## src/ifw_pkg.sv

```systemverilog
// What this block does
// Second supported word: bit 14 one, bit 15 zero, always.
// Third supported word: bit 14 one, bit 15 zero, always.
// Third enabled word: bit 14 one, bit 15 zero, always.
// First supported word bits 0,1,5,6 copy health, security, cache, look-ahead options.
// First supported word bits 2,4,7,8,9,10 read zero.
// First supported word bits 3,12,13,14 read one.
// Second supported word bits 2,10,12,13 read one.
// Second supported word bit 3 equals power-management-level option.
// Second supported word bits 0,1,4-9,11 read zero.
// Third supported word bits 5,6 copy logging and forced-write options.
// Third supported word bits 0-4, 7-10, 13 read zero.
// First enabled word bit 0 is health enable, host-changeable, kept over power cycles.
// First enabled word bit 1 set once a password enables security.
// First enabled word bits 5,6 show write-cache and look-ahead enables.
// First enabled word bits 3,12,13,14 one; bits 2,4,7-10 zero.
// Second enabled word bits 15 and 10 read one.
// Second enabled word bit 3 follows power-management-level enable by set-features.
// Second enabled word bits 2,12,13 read one.
// Second enabled word bits 0,1,4,5,6,8,9,11 read zero.
// Third enabled word bits 5,6 copy logging and forced-write options.
// Third enabled word bits 0-4, 7-10, 13 read zero.
// Host treats all-zero or all-ones words as carrying no indication.
// Reserved and obsolete bits of all six words read zero.
// Words are rebuilt from current state on every read.
package ifw_pkg;

  // ----------------------------------------
  // Word indices in the identification data
  // ----------------------------------------
  localparam logic [7:0] IFW_IDX_SUP1 = 8'h52;
  localparam logic [7:0] IFW_IDX_SUP2 = 8'h53;
  localparam logic [7:0] IFW_IDX_SUP3 = 8'h54;
  localparam logic [7:0] IFW_IDX_EN1  = 8'h55;
  localparam logic [7:0] IFW_IDX_EN2  = 8'h56;
  localparam logic [7:0] IFW_IDX_EN3  = 8'h57;

  // ----------------------------------------
  // Bit positions
  // ----------------------------------------
  localparam int IFW_B_HEALTH = 0;
  localparam int IFW_B_SECUR  = 1;
  localparam int IFW_B_PWRLVL = 3;
  localparam int IFW_B_WCACHE = 5;
  localparam int IFW_B_LOOKA  = 6;
  localparam int IFW_B_LOGGP  = 5;
  localparam int IFW_B_FUAWR  = 6;
  localparam int IFW_B_SIG1   = 14;
  localparam int IFW_B_SIG0   = 15;

  // ----------------------------------------
  // Fixed one bits of each word, all else zero
  // ----------------------------------------
  localparam logic [15:0] IFW_SUP1_ONES = 16'h7008;
  localparam logic [15:0] IFW_SUP2_ONES = 16'h7404;
  localparam logic [15:0] IFW_SUP3_ONES = 16'h4000;
  localparam logic [15:0] IFW_EN1_ONES  = 16'h7008;
  localparam logic [15:0] IFW_EN2_ONES  = 16'hb404;
  localparam logic [15:0] IFW_EN3_ONES  = 16'h4000;
  localparam logic [15:0] IFW_ZERO      = 16'h0000;

  // Enable-change pulses from the command decoder
  typedef struct packed {
    logic health_on;
    logic health_off;
    logic secur_set;
    logic secur_off;
    logic wcache_on;
    logic wcache_off;
    logic looka_on;
    logic looka_off;
    logic pwrlvl_on;
    logic pwrlvl_off;
  } ifw_ctl_s;

  // Live enable state
  typedef struct packed {
    logic health;
    logic secur;
    logic wcache;
    logic looka;
    logic pwrlvl;
  } ifw_state_s;

endpackage : ifw_pkg

```

## src/ifw_feature_words.sv

```systemverilog
`timescale 1ns/100ps
module ifw_feature_words
  import ifw_pkg::*;
#(
  parameter bit CAP_HEALTH = 1'b1,
  parameter bit CAP_SECUR  = 1'b1,
  parameter bit CAP_WCACHE = 1'b1,
  parameter bit CAP_LOOKA  = 1'b1,
  parameter bit CAP_PWRLVL = 1'b1,
  parameter bit CAP_LOGGP  = 1'b0,
  parameter bit CAP_FUAWR  = 1'b0
) (
  input  wire logic        CLK,
  input  wire logic        RST_N,
  input  wire ifw_ctl_s    CTL,
  input  wire logic        NV_HEALTH_IN,
  output logic             NV_HEALTH_OUT,
  output logic             NV_HEALTH_WR,
  input  wire logic        RD_REQ,
  input  wire logic [7:0]  RD_WORD,
  output logic             RD_VALID,
  output logic             RD_HIT,
  output logic [15:0]      RD_DATA,
  output ifw_state_s       STATE
);

  // ----------------------------------------
  // Next value of an enable flag, set wins
  // ----------------------------------------
  function automatic logic next_flag(input logic cur, input logic on,
                                     input logic off, input logic cap);
    logic r;
    r = cur;
    if (off) begin
      r = 1'b0;
    end
    if (on && cap) begin
      r = 1'b1;
    end
    return r;
  endfunction : next_flag

  // ----------------------------------------
  // Enable state
  // ----------------------------------------
  logic health_q;
  logic secur_q;
  logic wcache_q;
  logic looka_q;
  logic pwrlvl_q;
  logic loaded_q;
  logic health_d;

  // Health enable, reloaded from storage after reset release
  assign health_d = next_flag(health_q, CTL.health_on, CTL.health_off, CAP_HEALTH);

  // Load flag marks the one-time restore
  always_ff @(posedge CLK or negedge RST_N) begin
    if (!RST_N) begin
      loaded_q <= 1'b0;
    end else begin
      loaded_q <= 1'b1;
    end
  end

  // Health enable survives power cycles through storage
  always_ff @(posedge CLK or negedge RST_N) begin
    if (!RST_N) begin
      health_q <= 1'b0;
    end else if (!loaded_q) begin
      health_q <= NV_HEALTH_IN & CAP_HEALTH;
    end else begin
      health_q <= health_d;
    end
  end

  // Write-back to storage on every change after restore
  always_ff @(posedge CLK or negedge RST_N) begin
    if (!RST_N) begin
      NV_HEALTH_WR <= 1'b0;
    end else begin
      NV_HEALTH_WR <= loaded_q && (health_d != health_q);
    end
  end

  assign NV_HEALTH_OUT = health_q;

  // Security enabled by a password-setting command
  always_ff @(posedge CLK or negedge RST_N) begin
    if (!RST_N) begin
      secur_q <= 1'b0;
    end else begin
      secur_q <= next_flag(secur_q, CTL.secur_set, CTL.secur_off, CAP_SECUR);
    end
  end

  // Write cache and look-ahead enables
  always_ff @(posedge CLK or negedge RST_N) begin
    if (!RST_N) begin
      wcache_q <= 1'b0;
      looka_q  <= 1'b0;
    end else begin
      wcache_q <= next_flag(wcache_q, CTL.wcache_on, CTL.wcache_off, CAP_WCACHE);
      looka_q  <= next_flag(looka_q, CTL.looka_on, CTL.looka_off, CAP_LOOKA);
    end
  end

  // Power-management-level enable by set-features
  always_ff @(posedge CLK or negedge RST_N) begin
    if (!RST_N) begin
      pwrlvl_q <= 1'b0;
    end else begin
      pwrlvl_q <= next_flag(pwrlvl_q, CTL.pwrlvl_on, CTL.pwrlvl_off, CAP_PWRLVL);
    end
  end

  assign STATE = '{health: health_q, secur: secur_q, wcache: wcache_q,
                   looka: looka_q, pwrlvl: pwrlvl_q};

  // ----------------------------------------
  // Word assembly from live state
  // ----------------------------------------
  logic [15:0] sup1_w;
  logic [15:0] sup2_w;
  logic [15:0] sup3_w;
  logic [15:0] en1_w;
  logic [15:0] en2_w;
  logic [15:0] en3_w;

  // Supported words: fixed ones plus options, all else zero
  always_comb begin
    sup1_w               = IFW_SUP1_ONES;
    sup1_w[IFW_B_HEALTH] = CAP_HEALTH;
    sup1_w[IFW_B_SECUR]  = CAP_SECUR;
    sup1_w[IFW_B_WCACHE] = CAP_WCACHE;
    sup1_w[IFW_B_LOOKA]  = CAP_LOOKA;
    sup2_w               = IFW_SUP2_ONES;
    sup2_w[IFW_B_PWRLVL] = CAP_PWRLVL;
    sup3_w               = IFW_SUP3_ONES;
    sup3_w[IFW_B_LOGGP]  = CAP_LOGGP;
    sup3_w[IFW_B_FUAWR]  = CAP_FUAWR;
  end

  // Enabled words: fixed ones plus current enables; the third word copies the logging and forced-write options
  always_comb begin
    en1_w               = IFW_EN1_ONES;
    en1_w[IFW_B_HEALTH] = health_q;
    en1_w[IFW_B_SECUR]  = secur_q;
    en1_w[IFW_B_WCACHE] = wcache_q;
    en1_w[IFW_B_LOOKA]  = looka_q;
    en2_w               = IFW_EN2_ONES;
    en2_w[IFW_B_PWRLVL] = pwrlvl_q;
    en3_w               = IFW_EN3_ONES;
    en3_w[IFW_B_LOGGP]  = CAP_LOGGP;
    en3_w[IFW_B_FUAWR]  = CAP_FUAWR;
  end

  // ----------------------------------------
  // Read port
  // ----------------------------------------
  logic [15:0] sel_w;
  logic        sel_hit;

  // Word select; other indices belong elsewhere and read zero
  always_comb begin
    sel_hit = 1'b1;
    case (RD_WORD)
      IFW_IDX_SUP1: sel_w = sup1_w;
      IFW_IDX_SUP2: sel_w = sup2_w;
      IFW_IDX_SUP3: sel_w = sup3_w;
      IFW_IDX_EN1:  sel_w = en1_w;
      IFW_IDX_EN2:  sel_w = en2_w;
      IFW_IDX_EN3:  sel_w = en3_w;
      default: begin
        sel_w   = IFW_ZERO;
        sel_hit = 1'b0;
      end
    endcase
  end

  // Registered answer, one cycle after the request
  always_ff @(posedge CLK or negedge RST_N) begin
    if (!RST_N) begin
      RD_VALID <= 1'b0;
      RD_HIT   <= 1'b0;
      RD_DATA  <= IFW_ZERO;
    end else begin
      RD_VALID <= RD_REQ;
      RD_HIT   <= RD_REQ && sel_hit;
      if (RD_REQ) begin
        RD_DATA <= sel_w;
      end
    end
  end

  // ----------------------------------------
  // Checks
  // ----------------------------------------
  logic [7:0] idx_q;

  // Index of the word being answered
  always_ff @(posedge CLK or negedge RST_N) begin
    if (!RST_N) begin
      idx_q <= 8'h00;
    end else if (RD_REQ) begin
      idx_q <= RD_WORD;
    end
  end
endmodule : ifw_feature_words

```

## config.mk

```make
export PLATFORM = sky130hd
export DESIGN_NAME = ifw_feature_words
export DESIGN_NICKNAME = d
export VERILOG_FILES = /design/src/ifw_pkg.sv /design/src/ifw_feature_words.sv
export SDC_FILE = /design/constraint.sdc
export NUM_CORES = 1
export LEC_CHECK = 0
export ABC_CLOCK_PERIOD_IN_PS = 1080
export BUFFER_PORTS_ARGS = -buffer_cell sky130_fd_sc_hd__buf_4
export CORE_MARGIN = 2
export CORE_UTILIZATION = 30
export CTS_BUF_LIST = sky130_fd_sc_hd__clkbuf_4 sky130_fd_sc_hd__clkbuf_8 sky130_fd_sc_hd__clkbuf_16
export DETAILED_ROUTE_END_ITERATION = 8
export GPL_TIMING_DRIVEN = 0
export SLEW_MARGIN = 20
export SYNTH_ARGS = -nofsm -noshare
export SYNTH_HDL_FRONTEND = slang
export SYNTH_SLANG_ARGS = --single-unit
```

## constraint.sdc

```tcl
create_clock -name CLK -period 1.08 [get_ports CLK]
set_input_delay 0 -clock CLK [delete_from_list [all_inputs] [get_ports CLK]]
set_output_delay 0 -clock CLK [all_outputs]
set_load 0.01 [all_outputs]
```

; After elaboration in Yosys (flattened, before gate mapping)
; Cells that the tools add are included.
; Widths: inputs -> output; s select.
[totals]
ff_bits = 25
in_bits = 22
elab_cells = 38
[op_classes]
eq_ne = 7
muxes = 13
reduce_logical = 8
[ops]
columns = op, count
row1 = $pmux 16 s5, 1
row2 = $eq 8x7->1 const B, 6
row3 = $mux 1, 12
row4 = $reduce_bool 2->1, 4
row5 = $reduce_or 6->1, 1
row6 = $logic_and 1x1->1, 2
row7 = $reduce_or 2->1, 1
row8 = $ne 1x1->1, 1

; Depth between registers and ports, before layout
; Gate-level depths: netlist of run 1.
[depth]
ltp_word = 4
mapped_depth = 4
mapped_depth_nobuf = 3

; Least setup slack after synthesis of run 1
; Ideal clock, no wire load.
[synth_path]
path_kind = register to register
startpoint = register health_q (netlist: NV_HEALTH_OUT)
endpoint = register NV_HEALTH_WR
arrival_ps = 703
required_ps = 961
slack_ps = 258
path_stages_with_launch = 4
path_buffers = 0
period_less_slack_ps = 822
cell_sequence = dfrtp_1 > nand2_1 > mux2i_1 > and2_1
[synth_between]
elab_chain_len = 4
[synth_lines]
columns = element, line
row1 = "start, declared", ifw_feature_words.sv:46  ; logic health_q;
row2 = "start signal, assigned", ifw_feature_words.sv:71  ; health_q <= NV_HEALTH_IN & CAP_HEALTH;
row3 = "start signal, assigned", ifw_feature_words.sv:73  ; health_q <= health_d;
row4 = $mux 1, ifw_feature_words.sv:34  ; if (off) begin
row5 = $mux 1, ifw_feature_words.sv:37  ; if (on && cap) begin
row6 = $ne 1x1->1 (*), ifw_feature_words.sv:82  ; NV_HEALTH_WR <= loaded_q && (health_d != health_q);
row7 = $logic_and 1x1->1 (*), ifw_feature_words.sv:82
row8 = "end signal, assigned", ifw_feature_words.sv:82
row9 = "end, declared", ifw_feature_words.sv:18  ; output logic NV_HEALTH_WR,
; Every way passes the cells marked *; elsewhere a longest branch is shown, timed or not.
; A chain may end at the register's enable or synchronous reset.

; Worst setup path after layout of run 1
[layout_path]
startpoint = register health_q (netlist: NV_HEALTH_OUT)
endpoint = output port STATE[4] (netlist name)
[layout_rtl]
columns = element, line
row1 = "end, declared", ifw_feature_words.sv:24  ; output ifw_state_s STATE
; No word-level cell between the ends.

==> impl_metrics.ini, run 1 <==
[status]
status = complete, no violations

[setup_path]
timing.critical_path.mode_cell = buf_4
crit_slowest_cell = dfrtp_2
cp_top_family = flip-flops
path_cells = buf_4 -> buf_4
critPathLaunchType = flip-flop
worstPathMaxFanout = 6
critical_path_class = flip-flop to primary output
crit_path_end_kind = primary output
cp.required_ns = 1.08
worst-path-buf-inv = 2
arrival_ns = 1.03
slowest_delay_ns = 0.46

[clock_tree]
clkLatencyLatePin_ns = 0.29
path_clk_slew_ns = 0.11
numCtsBuffers = 3
cts_root_buf = clkbuf_4
post_cts_buffers = 0
cts_tree = done
htreeDepth = 1
clock_sinks = 18
cts.path.max_buffers = 2

[flow_run]
drv_cap = 0

[finish]
final_cell_mix = 51 x buf_4, 17 x dfrtp_1, 13 x dlygate4sd3_1, 8 x a21oi_1, 7 x inv_1
drive_gt1_share_pct = 42.3
area_growth_pct = 58.4
layout_commonest_cell = buf_4
n_fill_cell = 275
num_antenna_cells = 0
layout.nets = 165

[synthesis]
synth_top_area_share_pct = 51.1
synth-edff-count = 0
syn_area_per_cell_um2 = 10.7
synthFlopType = dfrtp_1
ys_seq_elements = 18
yosysSeqAreaShare_pct = 51.1
synth_area_um2 = 881
ys_types = 24
synth_cells = 82
ys_top_cells_by_area = dfrtp_1 51%, buf_4 10%, o2bb2ai_1 6.0%, a21oi_1 4.5%, a21o_1 3.4%
async_flop_share_pct = 100
ys_warn_count = 0
synth_largest_area_cell = dfrtp_1

[die]
ios = 47
die_area_um2 = 3390
die_h_um = 58.2
die_w_um = 58.2
core_area_um2 = 2780
initial_core_util_pct = 31.7
placementRows = 19

[timing]
fin_crit_ns = 1.03
finalSetupViolCount = 0
fmax_mhz = 972
clock_skew_ns = 0.0103
rsz0062_at_grt = no
post-route-period-util_pct = 95.2
setup-tns-final_ns = 0
drv_slew = 0
finalHoldViolCount = 0
holdWs_ns = 0.0314

[routing]
drc_errors = 0
vias = 752
first_pass_iters = 3
wirelength_um = 1890
drtIter0Drc = 11
ant_nets = 0
wl_per_cell_um = 10.9
viasPerCell = 4.35

[global_route]
grt_pass1_wl_um = 3220
track_usage_pct = 12.5
grt_pass1_vias = 772
grt_max_degree = 19
antenna_found_initial = 0
overflow = 0

[place]
port_buffers = 39
dp_hpwl_um = 1360
place_congestion = 0.668

[power_and_ir_drop]
power_density_nw_per_um2 = 1010
peakVddDrop_v = 0.000717
p_leak_nw = 0.729

[min_path]
hold_class = input pin to flip-flop
## worst register-to-register path: cells and delay by family, from the launching register on
| family | cells | cell delay (ns) |
|---|---|---|
| flops | 1 | 0.46 |
| mux | 1 | 0.06 |
| simple gates | 2 | 0.23 |
## cells by family after synthesis
kind of cell    Yosys count  synth area share, %
flops                    18                 51.1
mux                       1                 1.14
buf+inv                  22                 14.5
compound gates           22                 18.2
xor+xnor                  2                 1.99
simple gates             15                 12.2
other cells               2                0.853
## routing by layer
metal	part of all wire (%)	GRT usage [%]	up-vias
met5	0	0	-
met4	0.69	2.99	0
met3	7.1	4.46	2
met2	53	23.2	23
met1	39	13.3	346
li1	-	-	381
## final timing paths
check / start / endpoint / slack, ns / depth (start not counted)
min: RD_WORD[4] / RD_HIT / 0.03 / 3
max: NV_HEALTH_OUT / STATE[4] / 0.05 / 2
max reg2reg: NV_HEALTH_OUT / NV_HEALTH_WR / 0.23 / 3
min reg2reg: loaded_q / NV_HEALTH_OUT / 0.49 / 1
min in group asynchronous: RST_N / RD_DATA[14] / 0.09 / 2
max in group asynchronous: RST_N / NV_HEALTH_OUT / 0.78 / 2
## cell usage after synthesis, types with 2 or more instances
library cell	number
buf_4	12
a21oi_1	8
xor2_1	2
a21o_1	4
clkbuf_1	2
nor2_1	2
nand2_1	6
conb_1	2
dfrtp_1	18
inv_1	7
o2bb2ai_1	6
## stage by stage
stage	instances	utilization, %	cell area, um^2	power (mW)	setup WS [ns]
2_1_floorplan	86	-	896	0.840	0.258
3_3_place_gp	156	44.1	1230	0.963	0.0865
3_5_place_dp	156	44.1	1230	0.970	0.0908
4_1_cts	173	50.1	1390	1.43	0.00871
5_1_grt	173	50.2	1400	1.48	0.00856
6_report	173	50.2	1400	1.41	0.0513
## final cells by class
type                       count  area [um^2]  area share, %
sequential                    18          452           32.4
timing repair buffer          52          423           30.3
multi-input combinational     46          318           22.8
buffer                        14         97.6           7.00
tap                           31         38.8           2.78
clock buffer                   4         36.3           2.60
inverter                       8         30.0           2.15
## timing repair
action	in CTS	in global routing
hold buffers	13	0
resized for setup	0	1
setup endpoints to repair	0	1
hold endpoints to repair	27	0
## registers in the layout (all words and copies together), names as in the netlist
signal,cells
RD_HIT,1
RD_VALID,1
secur_q,1
looka_q,1
NV_HEALTH_WR,1
loaded_q,1
RD_DATA,9
NV_HEALTH_OUT,1
pwrlvl_q,1
wcache_q,1
## where the power goes
part | switching, mW | leakage [nW] | internal, mW
registers | 0.0185 | 0.229 | 0.697
logic | 0.112 | 0.479 | 0.165
clock network | 0.207 | 0.0210 | 0.205
total | 0.338 | 0.729 | 1.07
Power figures use the tool's default switching activity.
==> run 2: changes to the inputs <==
CORE_UTILIZATION = 28   (was 30)
MAX_ROUTING_LAYER = met4   (was default)
==> impl_metrics.ini, run 2 (synthesized netlist as in run 1, its figures left out) <==
[finish]
utilization_pct = 45.5
top_register = RD_DATA
final_cell_mix = 51 x buf_4, 17 x dfrtp_1, 11 x dlygate4sd3_1, 8 x a21oi_1, 7 x inv_1
layout_commonest_cell = buf_4
fin_cells = 183
area_growth_pct = 56.4
fin_area_um2 = 1380
num_antenna_cells = 0
largest_reg_flops = 9
layout.nets = 163
n_fill_cell = 304
drive_gt1_share_pct = 42.4

[timing]
fin_crit_ns = 1.01
finalSetupViolCount = 0
clock_skew_ns = 0.00405
setup-tns-final_ns = 0
finalHoldViolCount = 0
fmax_mhz = 994
drv_slew = 0
post-route-period-util_pct = 93.2
rsz0062_at_grt = no

[routing]
viasPerCell = 4.13
drc_errors = 0
drtIter0Drc = 5
wirelength_um = 1930
wl_per_cell_um = 10.6
ant_nets = 0
vias = 756
first_pass_iters = 2

[die]
die_h_um = 60.1
die_w_um = 60.1
ios = 47
core_area_um2 = 3030
die_area_um2 = 3610
initial_core_util_pct = 29.1
placementRows = 20

[clock_tree]
cts_tree = done
numCtsBuffers = 3
clkLatencyLatePin_ns = 0.28
cts_root_buf = clkbuf_4
cts.path.max_buffers = 2
clock_sinks = 18
htreeDepth = 1
post_cts_buffers = 0
path_clk_slew_ns = 0.10

[min_path]
min-delay-start = RD_REQ
hold_depth = 3
hold_end = RD_DATA[10]
hold_class = input pin to flip-flop

[global_route]
grt_pass1_vias = 723
overflow = 0
track_usage_pct = 12.1
antenna_found_initial = 0
grt_pass1_wl_um = 3150
grt_max_degree = 19

[setup_path]
worst-path-buf-inv = 2
regToRegSetupSlack_ns = 0.24
path_cells = buf_4 -> buf_4
critical_path_class = flip-flop to primary output
crit_slowest_cell = dfrtp_2
cp_top_family = flip-flops
arrival_ns = 1.01
worst_r2r_endpoint = RD_DATA[3]
critPathLaunchType = flip-flop
reg2reg_depth = 2
crit_path_end_kind = primary output
cp.required_ns = 1.08
rr_startpoint = pwrlvl_q
worstPathMaxFanout = 6
timing.critical_path.mode_cell = buf_4
slowest_delay_ns = 0.45

[place]
placedInstanceArea_um2 = 1240
dp.cells = 169
dp_hpwl_um = 1370
port_buffers = 39
place_congestion = 0.656

[status]
status = complete, no violations

[power_and_ir_drop]
internal_power_mw = 0.987
power_frac_comb_pct = 20.9
p_clk_share_pct = 24.4
power.total_mw = 1.31
power_frac_seq_pct = 54.7
p_sw_mw = 0.321
p_sw_share_pct = 24.5
peakVddDrop_v = 0.000411
p_leak_nw = 0.713
power_density_nw_per_um2 = 949

[flow_run]
drv_cap = 0
run 2: power groups by stage:
stage	Clock, mW	Sequential (mW)	Combinational [mW]
after floorplan	0	0.729	0.111
after global placement	0	0.728	0.237
after detailed placement	0	0.729	0.242
after CTS	0.339	0.716	0.274
after global routing	0.375	0.720	0.299
final	0.319	0.716	0.273
run 2: metrics by stage:
step | worst slack [ns] | hold slack, ns
2_1_floorplan | 0.258 | -0.296
3_3_place_gp | 0.0826 | -0.120
3_5_place_dp | 0.0570 | -0.118
4_1_cts | 0.0342 | 0.00863
5_1_grt | 0.00893 | 0.0131
6_report | 0.0737 | 0.0176
run 2: final cells by class:
type | instances | area (um^2) | share of cell area (%)
multi-input combinational | 46 | 318 | 23.1
timing repair buffer | 50 | 403 | 29.2
sequential | 18 | 452 | 32.8
buffer | 14 | 97.6 | 7.08
tap | 44 | 55.1 | 4.00
inverter | 8 | 30.0 | 2.18
clock buffer | 3 | 22.5 | 1.63
run 2: timing repair:
item                                   in CTS  in global routing
setup endpoints to repair                   0                  1
hold buffers                               11                  0
gates resized for setup                     0                  1
endpoints found under the hold margin      26                  0
run 2: per-layer routing:
layer	part of all wire [%]	global-route usage [%]
met2	50	19.6
met1	43	14.6
met3	4.8	1.30
met4	2.1	6.67
met5	0	-
run 2: how the worst max path moves through the flow:
| stage | startpoint | end | slack (ns) | cells past startpoint |
|---|---|---|---|---|
| 2_1_floorplan | NV_HEALTH_OUT | NV_HEALTH_WR | 0.26 | 3 |
| 3_3_place_gp | RD_WORD[5] | RD_DATA[3] | 0.08 | 4 |
| 3_5_place_dp | RD_WORD[5] | RD_DATA[14] | 0.06 | 4 |
| 4_1_cts | NV_HEALTH_OUT | STATE[4] | 0.03 | 2 |
| 5_1_grt | NV_HEALTH_OUT | STATE[4] | 0.009 | 2 |
| 6_report | NV_HEALTH_OUT | STATE[4] | 0.07 | 2 |
run 2: tightest hold or removal path: stages:
cell       delay, ns
buf_4           0.13
nand3_1         0.08
o2bb2ai_1       0.06
==> run 3: changes to the inputs <==
REMOVE_ABC_BUFFERS = 1   (was default)
==> impl_metrics.ini, run 3 (synthesized netlist as in run 1, its figures left out) <==
[status]
status = complete, no violations

[timing]
finalWorstSetupSlack_ns = 0.0681
fmax_mhz = 988
drv_slew = 0
finalSetupViolCount = 0
post-route-period-util_pct = 93.7
holdWs_ns = 0.00179
clock_skew_ns = 0.000685
fin_crit_ns = 1.01
rsz0062_at_grt = no
setup-tns-final_ns = 0
finalHoldViolCount = 0

[clock_tree]
cts.path.max_buffers = 2
post_cts_buffers = 0
path_clk_slew_ns = 0.10
numCtsBuffers = 3
clock_sinks = 18
clkLatencyLatePin_ns = 0.29
cts_tree = done
htreeDepth = 1
cts_root_buf = clkbuf_4

[power_and_ir_drop]
internal_power_mw = 1.04
p_clk_share_pct = 29.9
p_sw_share_pct = 24.2
power.total_mw = 1.38
power_density_nw_per_um2 = 1040
peakVddDrop_v = 0.000353
power_frac_comb_pct = 18.2
power_frac_seq_pct = 51.9
p_leak_nw = 0.675
p_sw_mw = 0.334

[setup_path]
worst_r2r_endpoint = NV_HEALTH_WR
crit_path_end_kind = flip-flop
regToRegSetupSlack_ns = 0.25
cp_top_family = buffers and inverters
worst-path-buf-inv = 2
slowest_delay_ns = 0.54
cp.required_ns = 1.30
worstPathMaxFanout = 8
arrival_ns = 1.23
critical_path_class = input pin to flip-flop
rr_startpoint = NV_HEALTH_OUT
crit_slowest_cell = dlygate4sd3_1
critPathLaunchType = input pin
reg2reg_depth = 3
path_cells = dlygate4sd3_1 -> buf_4 -> and4b_2 -> a21oi_1 -> o2bb2ai_1

[routing]
vias = 732
first_pass_iters = 4
drc_errors = 0
wl_per_cell_um = 11.5
viasPerCell = 4.21
wirelength_um = 2000
ant_nets = 0
drtIter0Drc = 16

[die]
die_area_um2 = 3610
initial_core_util_pct = 29.1
placementRows = 20
die_w_um = 60.1
ios = 47
core_area_um2 = 3030
die_h_um = 60.1

[place]
port_buffers = 41
pre_cts_slack_ns = 0.0660
placedInstanceArea_um2 = 1160
place_congestion = 0.776
dp.cells = 157
dp_hpwl_um = 1390

[finish]
fin_cells = 174
largest_reg_flops = 9
top_register = RD_DATA
utilization_pct = 43.9
fin_area_um2 = 1330
layout.nets = 153
final_cell_mix = 41 x buf_4, 18 x dfrtp_1, 13 x dlygate4sd3_1, 8 x a21oi_1, 7 x inv_1
area_growth_pct = 50.9
num_antenna_cells = 0
drive_gt1_share_pct = 38.5
n_fill_cell = 293
layout_commonest_cell = buf_4

[flow_run]
drv_cap = 0

[global_route]
busiest_layer = met2
use_met1_pct = 14.2
grt_pass1_wl_um = 3160
track_usage_pct = 12.4
overflow = 0
grt_pass1_vias = 709
grt_use_met3_pct = 2.38
grt_max_degree = 19
gr-usage-met2_pct = 20.3
antenna_found_initial = 0

[min_path]
min-delay-start = CTL[9]
hold_class = input pin to flip-flop
hold_depth = 3
hold_end = NV_HEALTH_OUT
run 3: layout make-up:
| class | instances | area, um^2 | area share [%] |
|---|---|---|---|
| multi-input combinational | 46 | 319 | 24.0 |
| clock buffer | 4 | 36.3 | 2.73 |
| inverter | 8 | 30.0 | 2.26 |
| tap | 44 | 55.1 | 4.14 |
| timing repair buffer | 54 | 438 | 33.0 |
| sequential | 18 | 450 | 33.9 |
run 3: how the worst max path moves through the flow:
stage,endpoint,slack (ns),depth (start not counted),from
5_1_grt,RD_DATA[1],0.01,5,RD_WORD[1]
6_report,RD_DATA[5],0.07,5,RD_WORD[1]
4_1_cts,RD_DATA[5],0.06,5,RD_WORD[1]
3_5_place_dp,RD_DATA[3],0.07,4,RD_WORD[5]
3_3_place_gp,RD_DATA[3],0.08,4,RD_WORD[5]
2_1_floorplan,NV_HEALTH_WR,0.21,3,NV_HEALTH_OUT
run 3: per-layer routing:
metal | share of wire (%) | vias up
met5 | 0 | -
met4 | 1.9 | 0
met3 | 6.1 | 4
met2 | 51 | 31
met1 | 41 | 339
li1 | - | 358
run 3: repair_timing:
| item | in CTS | in global routing |
|---|---|---|
| endpoints found under the setup margin | 0 | 1 |
| endpoints found under the hold margin | 27 | 0 |
| gates resized for setup | 0 | 1 |
| hold buffers | 13 | 0 |
run 3: power groups by stage:
stage | sequential, mW | clock [mW] | combinational [mW]
floorplan | 0.737 | 0 | 0.0633
global placement | 0.727 | 0 | 0.208
detailed placement | 0.728 | 0 | 0.213
CTS | 0.715 | 0.426 | 0.251
global route | 0.719 | 0.459 | 0.275
finish | 0.715 | 0.412 | 0.250
run 3: worst reg2reg max path, delay by kind of cell, from the launching register on:
kind / cells / cell delay, ns
flip-flops: 1 / 0.44
multiplexers: 1 / 0.06
AND/OR/NAND/NOR: 2 / 0.24
